[config.mk]
export PLATFORM = sky130hd
export DESIGN_NAME = ortx_top
export DESIGN_NICKNAME = d
export VERILOG_FILES = /design/src/verilog/ortx_top.v
export VERILOG_INCLUDE_DIRS = /design/src /design/src/verilog
export SDC_FILE = /design/constraint.sdc
export NUM_CORES = 1
export LEC_CHECK = 0
export BUFFER_PORTS_ARGS = -buffer_cell sky130_fd_sc_hd__buf_2
export CAP_MARGIN = 20
export CORE_AREA = 2 2 98 77
export DETAILED_ROUTE_END_ITERATION = 12
export DIE_AREA = 0 0 100 79
export PLACE_DENSITY = 0.87
export SETUP_SLACK_MARGIN = 0.2
export SLEW_MARGIN = 20
export SYNTH_ARGS = -nofsm -noshare
export SYNTH_HDL_FRONTEND = slang
export SYNTH_SLANG_ARGS = --single-unit
[constraint.sdc]
create_clock -name i_sys_clk -period 2.4 [get_ports i_sys_clk]
set_input_delay 0.24 -clock i_sys_clk [delete_from_list [all_inputs] [get_ports i_sys_clk]]
set_output_delay 0.24 -clock i_sys_clk [all_outputs]
set_load 0.05 [all_outputs]
[src/verilog/ortx_regs.vh]
// Register offsets, field positions and reset values of the transceiver.
`ifndef ORTX_REGS_VH
`define ORTX_REGS_VH

// ********************************************************************
// Register offsets (byte addresses)
// ********************************************************************
`define ORTX_OFS_CTRL      12'h000
`define ORTX_OFS_STORE     12'h004
`define ORTX_OFS_PINS      12'h008

// ********************************************************************
// Field positions
// ********************************************************************
`define ORTX_CTRL_CLR_AB   0
`define ORTX_CTRL_CLR_BA   1
`define ORTX_STORE_AB_LSB  0
`define ORTX_STORE_BA_LSB  8
`define ORTX_PINS_A_TO_B_CAPTURE_CLOCK     0
`define ORTX_PINS_B_TO_A_CAPTURE_CLOCK     1
`define ORTX_PINS_SAB      2
`define ORTX_PINS_SBA      3
`define ORTX_PINS_B_PORT_DRIVE_ENABLE     4
`define ORTX_PINS_A_PORT_DRIVE_ENABLE_N_N   5

// ********************************************************************
// Reset values
// ********************************************************************
`define ORTX_RST_STORE     8'h00
`define ORTX_RST_OE_N      1'h1
`define ORTX_RST_DATA      8'h00

`endif

[src/verilog/ortx_top.v]
// Octal registered bus transceiver with an APB status and control port.
module ortx_top #(
  parameter WIDTH = 8
) (
  input  wire             i_sys_clk,
  input  wire             i_rst_n,
  input  wire [WIDTH-1:0] i_left_bus_bits,
  output reg  [WIDTH-1:0] o_left_bus_bits,
  output reg              o_left_bus_oe_n,
  input  wire [WIDTH-1:0] i_right_bus_bits,
  output reg  [WIDTH-1:0] o_right_bus_bits,
  output reg              o_right_bus_oe_n,
  input  wire             i_a_to_b_capture_clock,
  input  wire             i_b_to_a_capture_clock,
  input  wire             i_a_to_b_source_select,
  input  wire             i_b_to_a_source_select,
  input  wire             i_b_port_drive_enable,
  input  wire             i_a_port_drive_enable_n,
  input  wire             i_psel,
  input  wire             i_penable,
  input  wire             i_pwrite,
  input  wire [11:0]      i_paddr,
  input  wire [31:0]      i_pwdata,
  output reg  [31:0]      o_prdata,
  output reg              o_pready,
  output reg              o_pslverr
);

`include "ortx_regs.vh"

  // ******************************************************************
  // Helpers
  // ******************************************************************
  function rise;
    input cur;
    input prev;
    begin
      rise = cur & ~prev;
    end
  endfunction

  function mapped;
    input [11:0] addr;
    begin
      mapped = (addr == `ORTX_OFS_CTRL) || (addr == `ORTX_OFS_STORE) ||
               (addr == `ORTX_OFS_PINS);
    end
  endfunction

  // ******************************************************************
  // Pin synchronisers
  // ******************************************************************
  // Every bus and control pin is asynchronous to the system clock, so the live path has
  // three cycles of latency instead of a true combinational feed-through.
  reg [WIDTH-1:0] left_s1_r;
  reg [WIDTH-1:0] left_s2_r;
  reg [WIDTH-1:0] right_s1_r;
  reg [WIDTH-1:0] right_s2_r;
  reg [5:0]       ctl_s1_r;
  reg [5:0]       ctl_s2_r;
  reg [1:0]       clk_prev_r;

  always @(posedge i_sys_clk) begin
    if (!i_rst_n) begin
      left_s1_r  <= `ORTX_RST_DATA;
      left_s2_r  <= `ORTX_RST_DATA;
      right_s1_r <= `ORTX_RST_DATA;
      right_s2_r <= `ORTX_RST_DATA;
      // The left enable is active low, so its stages clear to the
      // disabled level; otherwise the left port would drive for two
      // cycles after reset while the synchroniser refills.
      ctl_s1_r   <= 6'h20;
      ctl_s2_r   <= 6'h20;
      clk_prev_r <= 2'h3;
    end else begin
      left_s1_r  <= i_left_bus_bits;
      left_s2_r  <= left_s1_r;
      right_s1_r <= i_right_bus_bits;
      right_s2_r <= right_s1_r;
      ctl_s1_r   <= {i_a_port_drive_enable_n, i_b_port_drive_enable,
                     i_b_to_a_source_select, i_a_to_b_source_select,
                     i_b_to_a_capture_clock, i_a_to_b_capture_clock};
      ctl_s2_r   <= ctl_s1_r;
      clk_prev_r <= ctl_s2_r[1:0];
    end
  end

  wire a_to_b_capture_clock_s  = ctl_s2_r[`ORTX_PINS_A_TO_B_CAPTURE_CLOCK];
  wire b_to_a_capture_clock_s  = ctl_s2_r[`ORTX_PINS_B_TO_A_CAPTURE_CLOCK];
  wire sab_s   = ctl_s2_r[`ORTX_PINS_SAB];
  wire sba_s   = ctl_s2_r[`ORTX_PINS_SBA];
  wire b_port_drive_enable_s  = ctl_s2_r[`ORTX_PINS_B_PORT_DRIVE_ENABLE];
  wire a_port_drive_enable_n_ns = ctl_s2_r[`ORTX_PINS_A_PORT_DRIVE_ENABLE_N_N];
  wire cap_ab  = rise(a_to_b_capture_clock_s, clk_prev_r[0]);
  wire cap_ba  = rise(b_to_a_capture_clock_s, clk_prev_r[1]);

  // ******************************************************************
  // APB slave
  // ******************************************************************
  wire setup  = i_psel & ~i_penable & ~o_pready;
  wire wr_acc = i_psel & i_penable & o_pready & i_pwrite &
                (i_paddr == `ORTX_OFS_CTRL);
  wire clr_ab = wr_acc & i_pwdata[`ORTX_CTRL_CLR_AB];
  wire clr_ba = wr_acc & i_pwdata[`ORTX_CTRL_CLR_BA];

  reg [WIDTH-1:0] store_ab_r;
  reg [WIDTH-1:0] store_ba_r;
  reg [31:0]      rdata_nxt;

  always @* begin
    rdata_nxt = 32'h00000000;
    if (!i_pwrite) begin
      case (i_paddr)
        `ORTX_OFS_STORE: begin
          rdata_nxt[`ORTX_STORE_AB_LSB +: WIDTH] = store_ab_r;
          rdata_nxt[`ORTX_STORE_BA_LSB +: WIDTH] = store_ba_r;
        end
        `ORTX_OFS_PINS: begin
          rdata_nxt[5:0] = ctl_s2_r;
        end
        default: begin
          rdata_nxt = 32'h00000000;
        end
      endcase
    end
  end

  always @(posedge i_sys_clk) begin
    if (!i_rst_n) begin
      o_pready  <= 1'h0;
      o_pslverr <= 1'h0;
      o_prdata  <= 32'h00000000;
    end else begin
      o_pready  <= setup;
      o_pslverr <= setup & ~mapped(i_paddr);
      o_prdata  <= setup ? rdata_nxt : 32'h00000000;
    end
  end

  // ******************************************************************
  // Store registers
  // ******************************************************************
  // A capture edge wins over a software clear in the same cycle, so no
  // bus sample is lost. Whatever level sits on the pins is taken, which
  // is how a port driven by this block loads the driven value.
  always @(posedge i_sys_clk) begin
    if (!i_rst_n) begin
      store_ab_r <= `ORTX_RST_STORE;
      store_ba_r <= `ORTX_RST_STORE;
    end else begin
      if (cap_ab) begin
        store_ab_r <= left_s2_r;
      end else if (clr_ab) begin
        store_ab_r <= `ORTX_RST_STORE;
      end
      if (cap_ba) begin
        store_ba_r <= right_s2_r;
      end else if (clr_ba) begin
        store_ba_r <= `ORTX_RST_STORE;
      end
    end
  end

  // ******************************************************************
  // Port drivers
  // ******************************************************************
  // Output enables are low while the pins are driven. The selects only
  // steer the data mux and never touch the enables.
  always @(posedge i_sys_clk) begin
    if (!i_rst_n) begin
      o_right_bus_oe_n <= `ORTX_RST_OE_N;
      o_left_bus_oe_n  <= `ORTX_RST_OE_N;
      o_right_bus_bits <= `ORTX_RST_DATA;
      o_left_bus_bits  <= `ORTX_RST_DATA;
    end else begin
      o_right_bus_oe_n <= ~b_port_drive_enable_s;
      o_left_bus_oe_n  <= a_port_drive_enable_n_ns;
      o_right_bus_bits <= sab_s ? store_ab_r : left_s2_r;
      o_left_bus_bits  <= sba_s ? store_ba_r : right_s2_r;
    end
  end

endmodule

==> flow_summary_export.csv, run 1 <==
group,metric,value,unit
hold_path,min_path_type,"in2reg",
hold_path,min_to,"ctl_s1_r[5]$_SDFF_PN1_",
yosys,synth_top_area_share,55.0,%
critical_path,required,2.63,ns
clock_tree,clkLatencyLatePin,0.35,ns
yosys,synth_seq_area_share,55.0,%
critical_path,path_max_fanout,16,
critical_path,rr_worst_depth,3,
global_route,grt.overflow.total,0,
yosys,ys_ff_latch,98,
timing,finalSetupViolCount,0,
layout,final_cell_mix,"98 x dfxtp_1, 76 x buf_2, 43 x and2_1",
clock_tree,cts_buffers,9,
job,drv_cap,0,
yosys,yosysTopAreaCell,"dfxtp_1",
timing,slew_viol_final,0,
yosys,synthTopCellsByArea,"dfxtp_1 55%, and2_1 7.5%, and4b_1 4.5%, mux2i_1 4.5%, a41oi_1 3.9%",
clock_tree,root_buffer,"clkbuf_8",
timing,fin_tns_setup,0,ns
critical_path,worstSetupPathType,"reg2reg",
clock_tree,ctsHoldBuffers,0,
global_route,grt_pass1_vias,2107,
routing,drtAntennaViolNets,0,
timing,hold_viol,0,
clock_tree,post-cts-setup-buffer-count,0,
layout,diodes,0,
routing,routedWlPerCell,12.9,microns
floorplanning,core,0.00703,sq mm
layout,nFillCells,627,
critical_path,r2r_end,"store_ba_r[4]$_SDFFE_PN0P_",
critical_path,r2r-start,"ctl_s2_r[1]$_SDFF_PN0_",
yosys,yosys_warnings,0,
clock_tree,ctsLongestPathBuffers,2,
floorplanning,start_util,50.8,%
yosys,netlist_instances,335,
critical_path,startpoint_type,"register",
floorplanning,fp.dieW,100,microns
outcome,status,"finished clean",
routing,wl,6.31,mm
clock_tree,path_clk_slew,0.09,ns
global_route,antenna_found_initial,0,
critical_path,arrival,1.73,ns
routing,drc_errors,0,
pwr,peakVddDrop,0.000385,V
timing,fin_crit_sh,62.8,%
yosys,synth_edf_count,0,
global_route,grt_max_degree,74,
floorplanning,fp.dieH,79,microns
yosys,syn_avg_cell_area,10.7,sq um
pwr,p_per_area,736,mW/mm^2
hold_path,hold_depth,2,
timing,min_period,1.51,ns
yosys,synth_cell_types,27,
layout,final_cells,489,
clock_tree,htreeDepth,3,
yosys,mappedNetlistArea,0.00357,sq mm
clock_tree,cts_resized,0,
yosys,async_flop_share,0,%
timing,relSlewSlack,59.0,%
global_route,grt_pass1_wl,9.95,mm
routing,dr_total_vias,2452,
yosys,synth_flop_cell,"dfxtp_1",
placement,io_buffers,76,
placement,dp.cells,473,
routing,avgViaCountPerCell,5.01,
timing,worstMarginPinSlew,0.615,ns
layout,fin_nets,468,
floorplanning,rows,27,
floorplanning,num_io_pins,123,
placement,dp.final_hpwl,4.41,mm
hold_path,worstHoldStart,"i_a_port_drive_enable_n",
clock_tree,cts_tree,"built",
timing,skew,0.00474,ns
critical_path,cp-end-kind,"register",
timing,fmax,0.664,GHz
layout,layout_commonest_cell,"dfxtp_1",
routing,drtIter0Drc,119,
routing,dr.pass1.iters,4,
critical_path,r2r_setup_slack,0.89,ns
floorplanning,die_area,0.00790,sq mm
timing,rsz0062_at_grt,"no",
clock_tree,cts.sink_count,98,
placement,gp_congestion,0.794,
layout,drive_gt1_share,25.4,%
layout,area_growth,14.7,%
global_route,grtUsageTotal,16.3,%
pwr,leakagePower,1.70,nW
how the worst max path moves through the flow:
stage / startpoint / endpoint / slack [ns] / cells past startpoint
2_1_floorplan: o_pready$_SDFF_PN0_ / store_ab_r[0]$_SDFFE_PN0P_ / 0.80 / 5
4_1_cts: ctl_s2_r[1]$_SDFF_PN0_ / store_ba_r[4]$_SDFFE_PN0P_ / 0.91 / 3
6_report: ctl_s2_r[1]$_SDFF_PN0_ / store_ba_r[4]$_SDFFE_PN0P_ / 0.89 / 3
3_5_place_dp: i_paddr[9] / o_prdata[15]$_SDFF_PP0_ / 0.88 / 4
3_3_place_gp: i_paddr[9] / o_prdata[10]$_SDFF_PP0_ / 0.93 / 4
5_1_grt: ctl_s2_r[0]$_SDFF_PN0_ / store_ab_r[0]$_SDFFE_PN0P_ / 0.74 / 3
cells in the mapped netlist, drive strengths merged, types with 9 or more instances:
library cell,count
nor4,12
clkbuf,19
inv,12
o21ai,16
nand2b,9
dfxtp,98
and2,43
a41oi,16
buf,23
and4b,16
mux2i,16
nand3,17
nor2b,18
routing by layer:
layer | global-route usage, % | routed length [microns]
met3 | 4.84 | 365
met4 | 5.75 | 36
met1 | 22.7 | 3210
met5 | 0 | 0
met2 | 23.9 | 2700
power breakdown:
group / leakage, nW / total (mW) / switching (mW) / internal [mW]
Clock: 0.0999 / 1.08 / 0.576 / 0.501
Combinational: 0.796 / 0.231 / 0.156 / 0.0752
Sequential: 0.802 / 1.71 / 0.0306 / 1.67
per-stage QoR:
stage          util, %  power [mW]  worst slack (ns)  area (sq um)  hold slack (ns)
3_5_place_dp      55.3        1.98             0.878          3880            0.398
5_1_grt           58.3        3.15             0.740          4090           0.0350
4_1_cts           58.3        3.05             0.910          4090           0.0454
2_1_floorplan        -        1.93             0.803          3620            0.341
6_report          58.3        3.01             0.893          4090           0.0601
3_3_place_gp      55.3        1.97             0.931          3880            0.399
logic make-up (layout without fill, tap and decap cells):
family	Yosys count	count (layout)	share of synthesized area [%]
muxes	16	16	4.49
AOI/OAI and AO/OA	39	39	7.64
buffers and inverters	54	106	8.10
and+or+nand+nor	127	127	24.7
DFF	98	98	55.0
other	1	16	0.105
flip-flops by register name, indices dropped and copies added, names as in the netlist, 2 cells and up:
register,count
o_prdata,16
store_ab_r,8
o_right_bus_bits,8
left_s2_r,8
left_s1_r,8
clk_prev_r,2
o_left_bus_bits,8
right_s1_r,8
store_ba_r,8
ctl_s2_r,6
right_s2_r,8
ctl_s1_r,6
area by class of cell:
class | instances | area [sq um] | share of cell area (%)
Clock buffer | 9 | 124 | 3.03
Clock inverter | 7 | 85.1 | 2.08
Inverter | 12 | 45.0 | 1.10
Multi-Input combinational cell | 198 | 1370 | 33.6
Sequential cell | 98 | 1960 | 47.9
Tap cell | 87 | 109 | 2.66
Timing Repair Buffer | 78 | 395 | 9.66
worst max-delay path: stages, from the launching register on:
cell and delay [ns]:
dfxtp_1 0.53, nand2b_1 0.39, a41oi_1 0.33, o21ai_0 0.12
(Power assumes the default switching activity.)
==> inputs of run 2 (changes only) <==
Settings changed: ABC_AREA set to 1, CORE_AREA 2 2 98 77 to 2 2 107 83, DIE_AREA 0 0 100 79 to 0 0 109 85, PLACE_DENSITY 0.87 to 0.78.
Clock period 2.4 ns to 1.2 ns, I/O delays scaled along.
==> flow_summary_export.csv, run 2 <==
group,metric,value,unit
layout,final_cells,595,
timing,min_period,1.25,ns
timing,fin_tns_setup,-0.877,ns
placement,gp_congestion,0.750,
yosys,synth_cell_types,25,
critical_path,worstSetupPathType,"reg2reg",
yosys,netlist_instances,371,
routing,drc_errors,0,
critical_path,path_delay_family,"simple AND/OR/NAND/NOR gates",
yosys,synth_flop_cell,"dfxtp_1",
routing,drtAntennaViolNets,0,
layout,drive_gt1_share,39.8,%
critical_path,cpPeakStageDelay,0.38,ns
routing,routedWlPerCell,11.0,microns
clock_tree,cts_buffers,9,
layout,fin_nets,553,
layout,seqCellArea,0.00199,sq mm
global_route,grtUsageTotal,14.8,%
yosys,synth_edf_count,0,
timing,rsz0062_at_grt,"yes",
layout,area_growth,34.1,%
critical_path,path_buf_inv,0,
floorplanning,num_io_pins,123,
clock_tree,ctsLongestPathBuffers,2,
yosys,synthTopCellsByArea,"dfxtp_1 56%, nand2_1 7.8%, inv_1 6.7%, nand3_2 4.8%, a21oi_2 4.0%",
layout,largest_register,"o_prdata",
layout,diodes,0,
yosys,async_flop_share,0,%
placement,dp.cells,555,
routing,wl,6.53,mm
layout,layout_commonest_cell,"dfxtp_1",
pwr,clock_power_share,31.2,%
yosys,yosysMostFrequentCell,"dfxtp_1",
pwr,power_frac_seq,58.2,%
pwr,p_comb_share,10.6,%
floorplanning,die_area,0.00927,sq mm
yosys,syn_avg_cell_area,9.48,sq um
floorplanning,core,0.00824,sq mm
critical_path,path_max_fanout,8,
yosys,synthTopCellsByCount,"98 x dfxtp_1, 73 x nand2_1, 63 x inv_1",
pwr,p_per_area,1240,mW/mm^2
yosys,mappedNetlistArea,0.00352,sq mm
job,drv_cap,0,
yosys,ys_ff_latch,98,
timing,skew,0.00869,ns
yosys,yosys_warnings,0,
placement,io_buffers,76,
critical_path,startpoint_type,"register",
pwr,switching_share,25.2,%
critical_path,cp_slowest_cell,"dfxtp_4",
critical_path,cpMostUsedCell,"nand2_1",
clock_tree,path_clk_slew,0.09,ns
critical_path,arrival,1.49,ns
hold_path,min_path_type,"in2reg",
floorplanning,start_util,42.7,%
clock_tree,cts_tree,"built",
routing,avgViaCountPerCell,4.20,
yosys,synth_seq_area_share,55.8,%
layout,nFillCells,713,
floorplanning,rows,29,
critical_path,cp-end-kind,"register",
clock_tree,root_buffer,"clkbuf_8",
timing,fin_crit_sh,104,%
layout,final_cell_mix,"75 x dfxtp_1, 67 x nand2_1, 63 x inv_1",
critical_path,required,1.45,ns
routing,dr_total_vias,2500,
timing,slew_viol_final,0,
floorplanning,fp.dieH,85,microns
global_route,grt_pass1_vias,2400,
outcome,status,"finished with violations",
global_route,grt_max_degree,30,
pwr,switchingPower,1.48,mW
global_route,antenna_found_initial,0,
pwr,p_int,4.39,mW
placement,dp.final_hpwl,4.85,mm
global_route,grt_pass1_wl,10.7,mm
layout,multi_input_area,0.00118,sq mm
clock_tree,clkLatencyLatePin,0.35,ns
floorplanning,fp.dieW,109,microns
yosys,yosysTopAreaCell,"dfxtp_1",
clock_tree,cts.sink_count,98,
routing,dr.pass1.iters,4,
timing,fmax,0.802,GHz
layout,largest_register_ffs,16,
timing,finalSetupViolCount,27,
timing,setup_ws,-0.0469,ns
clock_tree,htreeDepth,3,
pwr,p_total,5.86,mW
pwr,peakVddDrop,0.000492,V
outcome,violations,"negative setup slack",
timing,hold_viol,0,
yosys,synth_top_area_share,55.8,%
global_route,grt.overflow.total,0,
pwr,leakagePower,2.18,nW
routing,drtIter0Drc,62,
critical_path,crit_chain,"nand2_1 > nor2_1 > nand2_1 > nor2_4 > nand3_4 > nand3_2 > a21oi_2",
## run 2: changes by cell type after synthesis, sizes merged, moves of 18 or more
cell / previous run / this run
and2: 43 / 0
nor2: 1 / 24
nand2: 1 / 74
inv: 12 / 65
nor2b: 18 / 0
a21oi: 0 / 32
## run 2: layout make-up
type / count / area share [%]
clock buffer: 11 / 3.00
clock inverter: 5 / 0.637
inverter: 68 / 5.99
multi-input combinational: 193 / 25.0
sequential: 98 / 42.3
tap: 108 / 2.86
timing repair buffer: 112 / 20.2
## run 2: kinds of logic after synthesis
kind of cell    count (synthesis)  share of synthesized area (%)
buf+inv                        95                           13.2
compound gates                 55                           9.78
flops                          98                           55.8
simple gates                  122                           21.2
other cells                     1                          0.107
## run 2: power by group through the flow
| stage | Sequential, mW | Clock (mW) | Combinational (mW) |
|---|---|---|---|
| CTS | 3.41 | 1.88 | 0.608 |
| finish | 3.42 | 1.83 | 0.622 |
| global route | 3.43 | 2.03 | 0.675 |
| floorplan | 3.57 | 0 | 0.313 |
| detailed placement | 3.48 | 0 | 0.529 |
| global placement | 3.48 | 0 | 0.521 |
## run 2: worst paths after layout
kind	start	end	slack [ns]	depth (start not counted)
worst max-delay path	o_pready$_SDFF_PN0_	store_ba_r[0]$_SDFFE_PN0P_	-0.05	7
worst min-delay path	i_paddr[3]	o_pslverr$_SDFF_PN0_	0.06	3
worst max register to register	o_pready$_SDFF_PN0_	store_ba_r[0]$_SDFFE_PN0P_	-0.05	7
worst min register to register	ctl_s1_r[2]$_SDFF_PN0_	ctl_s2_r[2]$_SDFF_PN0_	0.41	2
## run 2: repair_timing
item | 4_1_cts | 5_1_grt
hold buffers | 22 | 0
endpoints found under the setup margin | 76 | 66
pin swaps | 1 | 1
hold endpoints to repair | 22 | 0
gates cloned | 0 | 0
setup buffers | 1 | 1
gates resized for setup | 61 | 41
## run 2: tightest hold or removal path: stages
cell     delay [ns]
buf_2          0.10
inv_2          0.06
a31oi_1        0.08
## run 2: stage by stage
stage | util (%) | setup slack, ns | instance area [sq um] | hold slack [ns]
2_1_floorplan | - | -0.0214 | 3580 | 0.218
3_3_place_gp | 48.9 | 0.00832 | 4030 | 0.308
3_5_place_dp | 48.9 | -0.0528 | 4030 | 0.307
4_1_cts | 55.9 | -0.0568 | 4600 | 0.0456
5_1_grt | 57.3 | -0.116 | 4720 | 0.0479
6_report | 57.3 | -0.0469 | 4720 | 0.0628
## run 2: routing by layer
layer  part of all wire, %  global-route usage, %  vias to the layer above
met5                     0                      0                        -
met4                   1.4                   4.90                        0
met3                   6.2                   4.22                        8
met2                    45                   24.6                       91
met1                    47                   18.3                     1089
li1                      -                      -                     1312
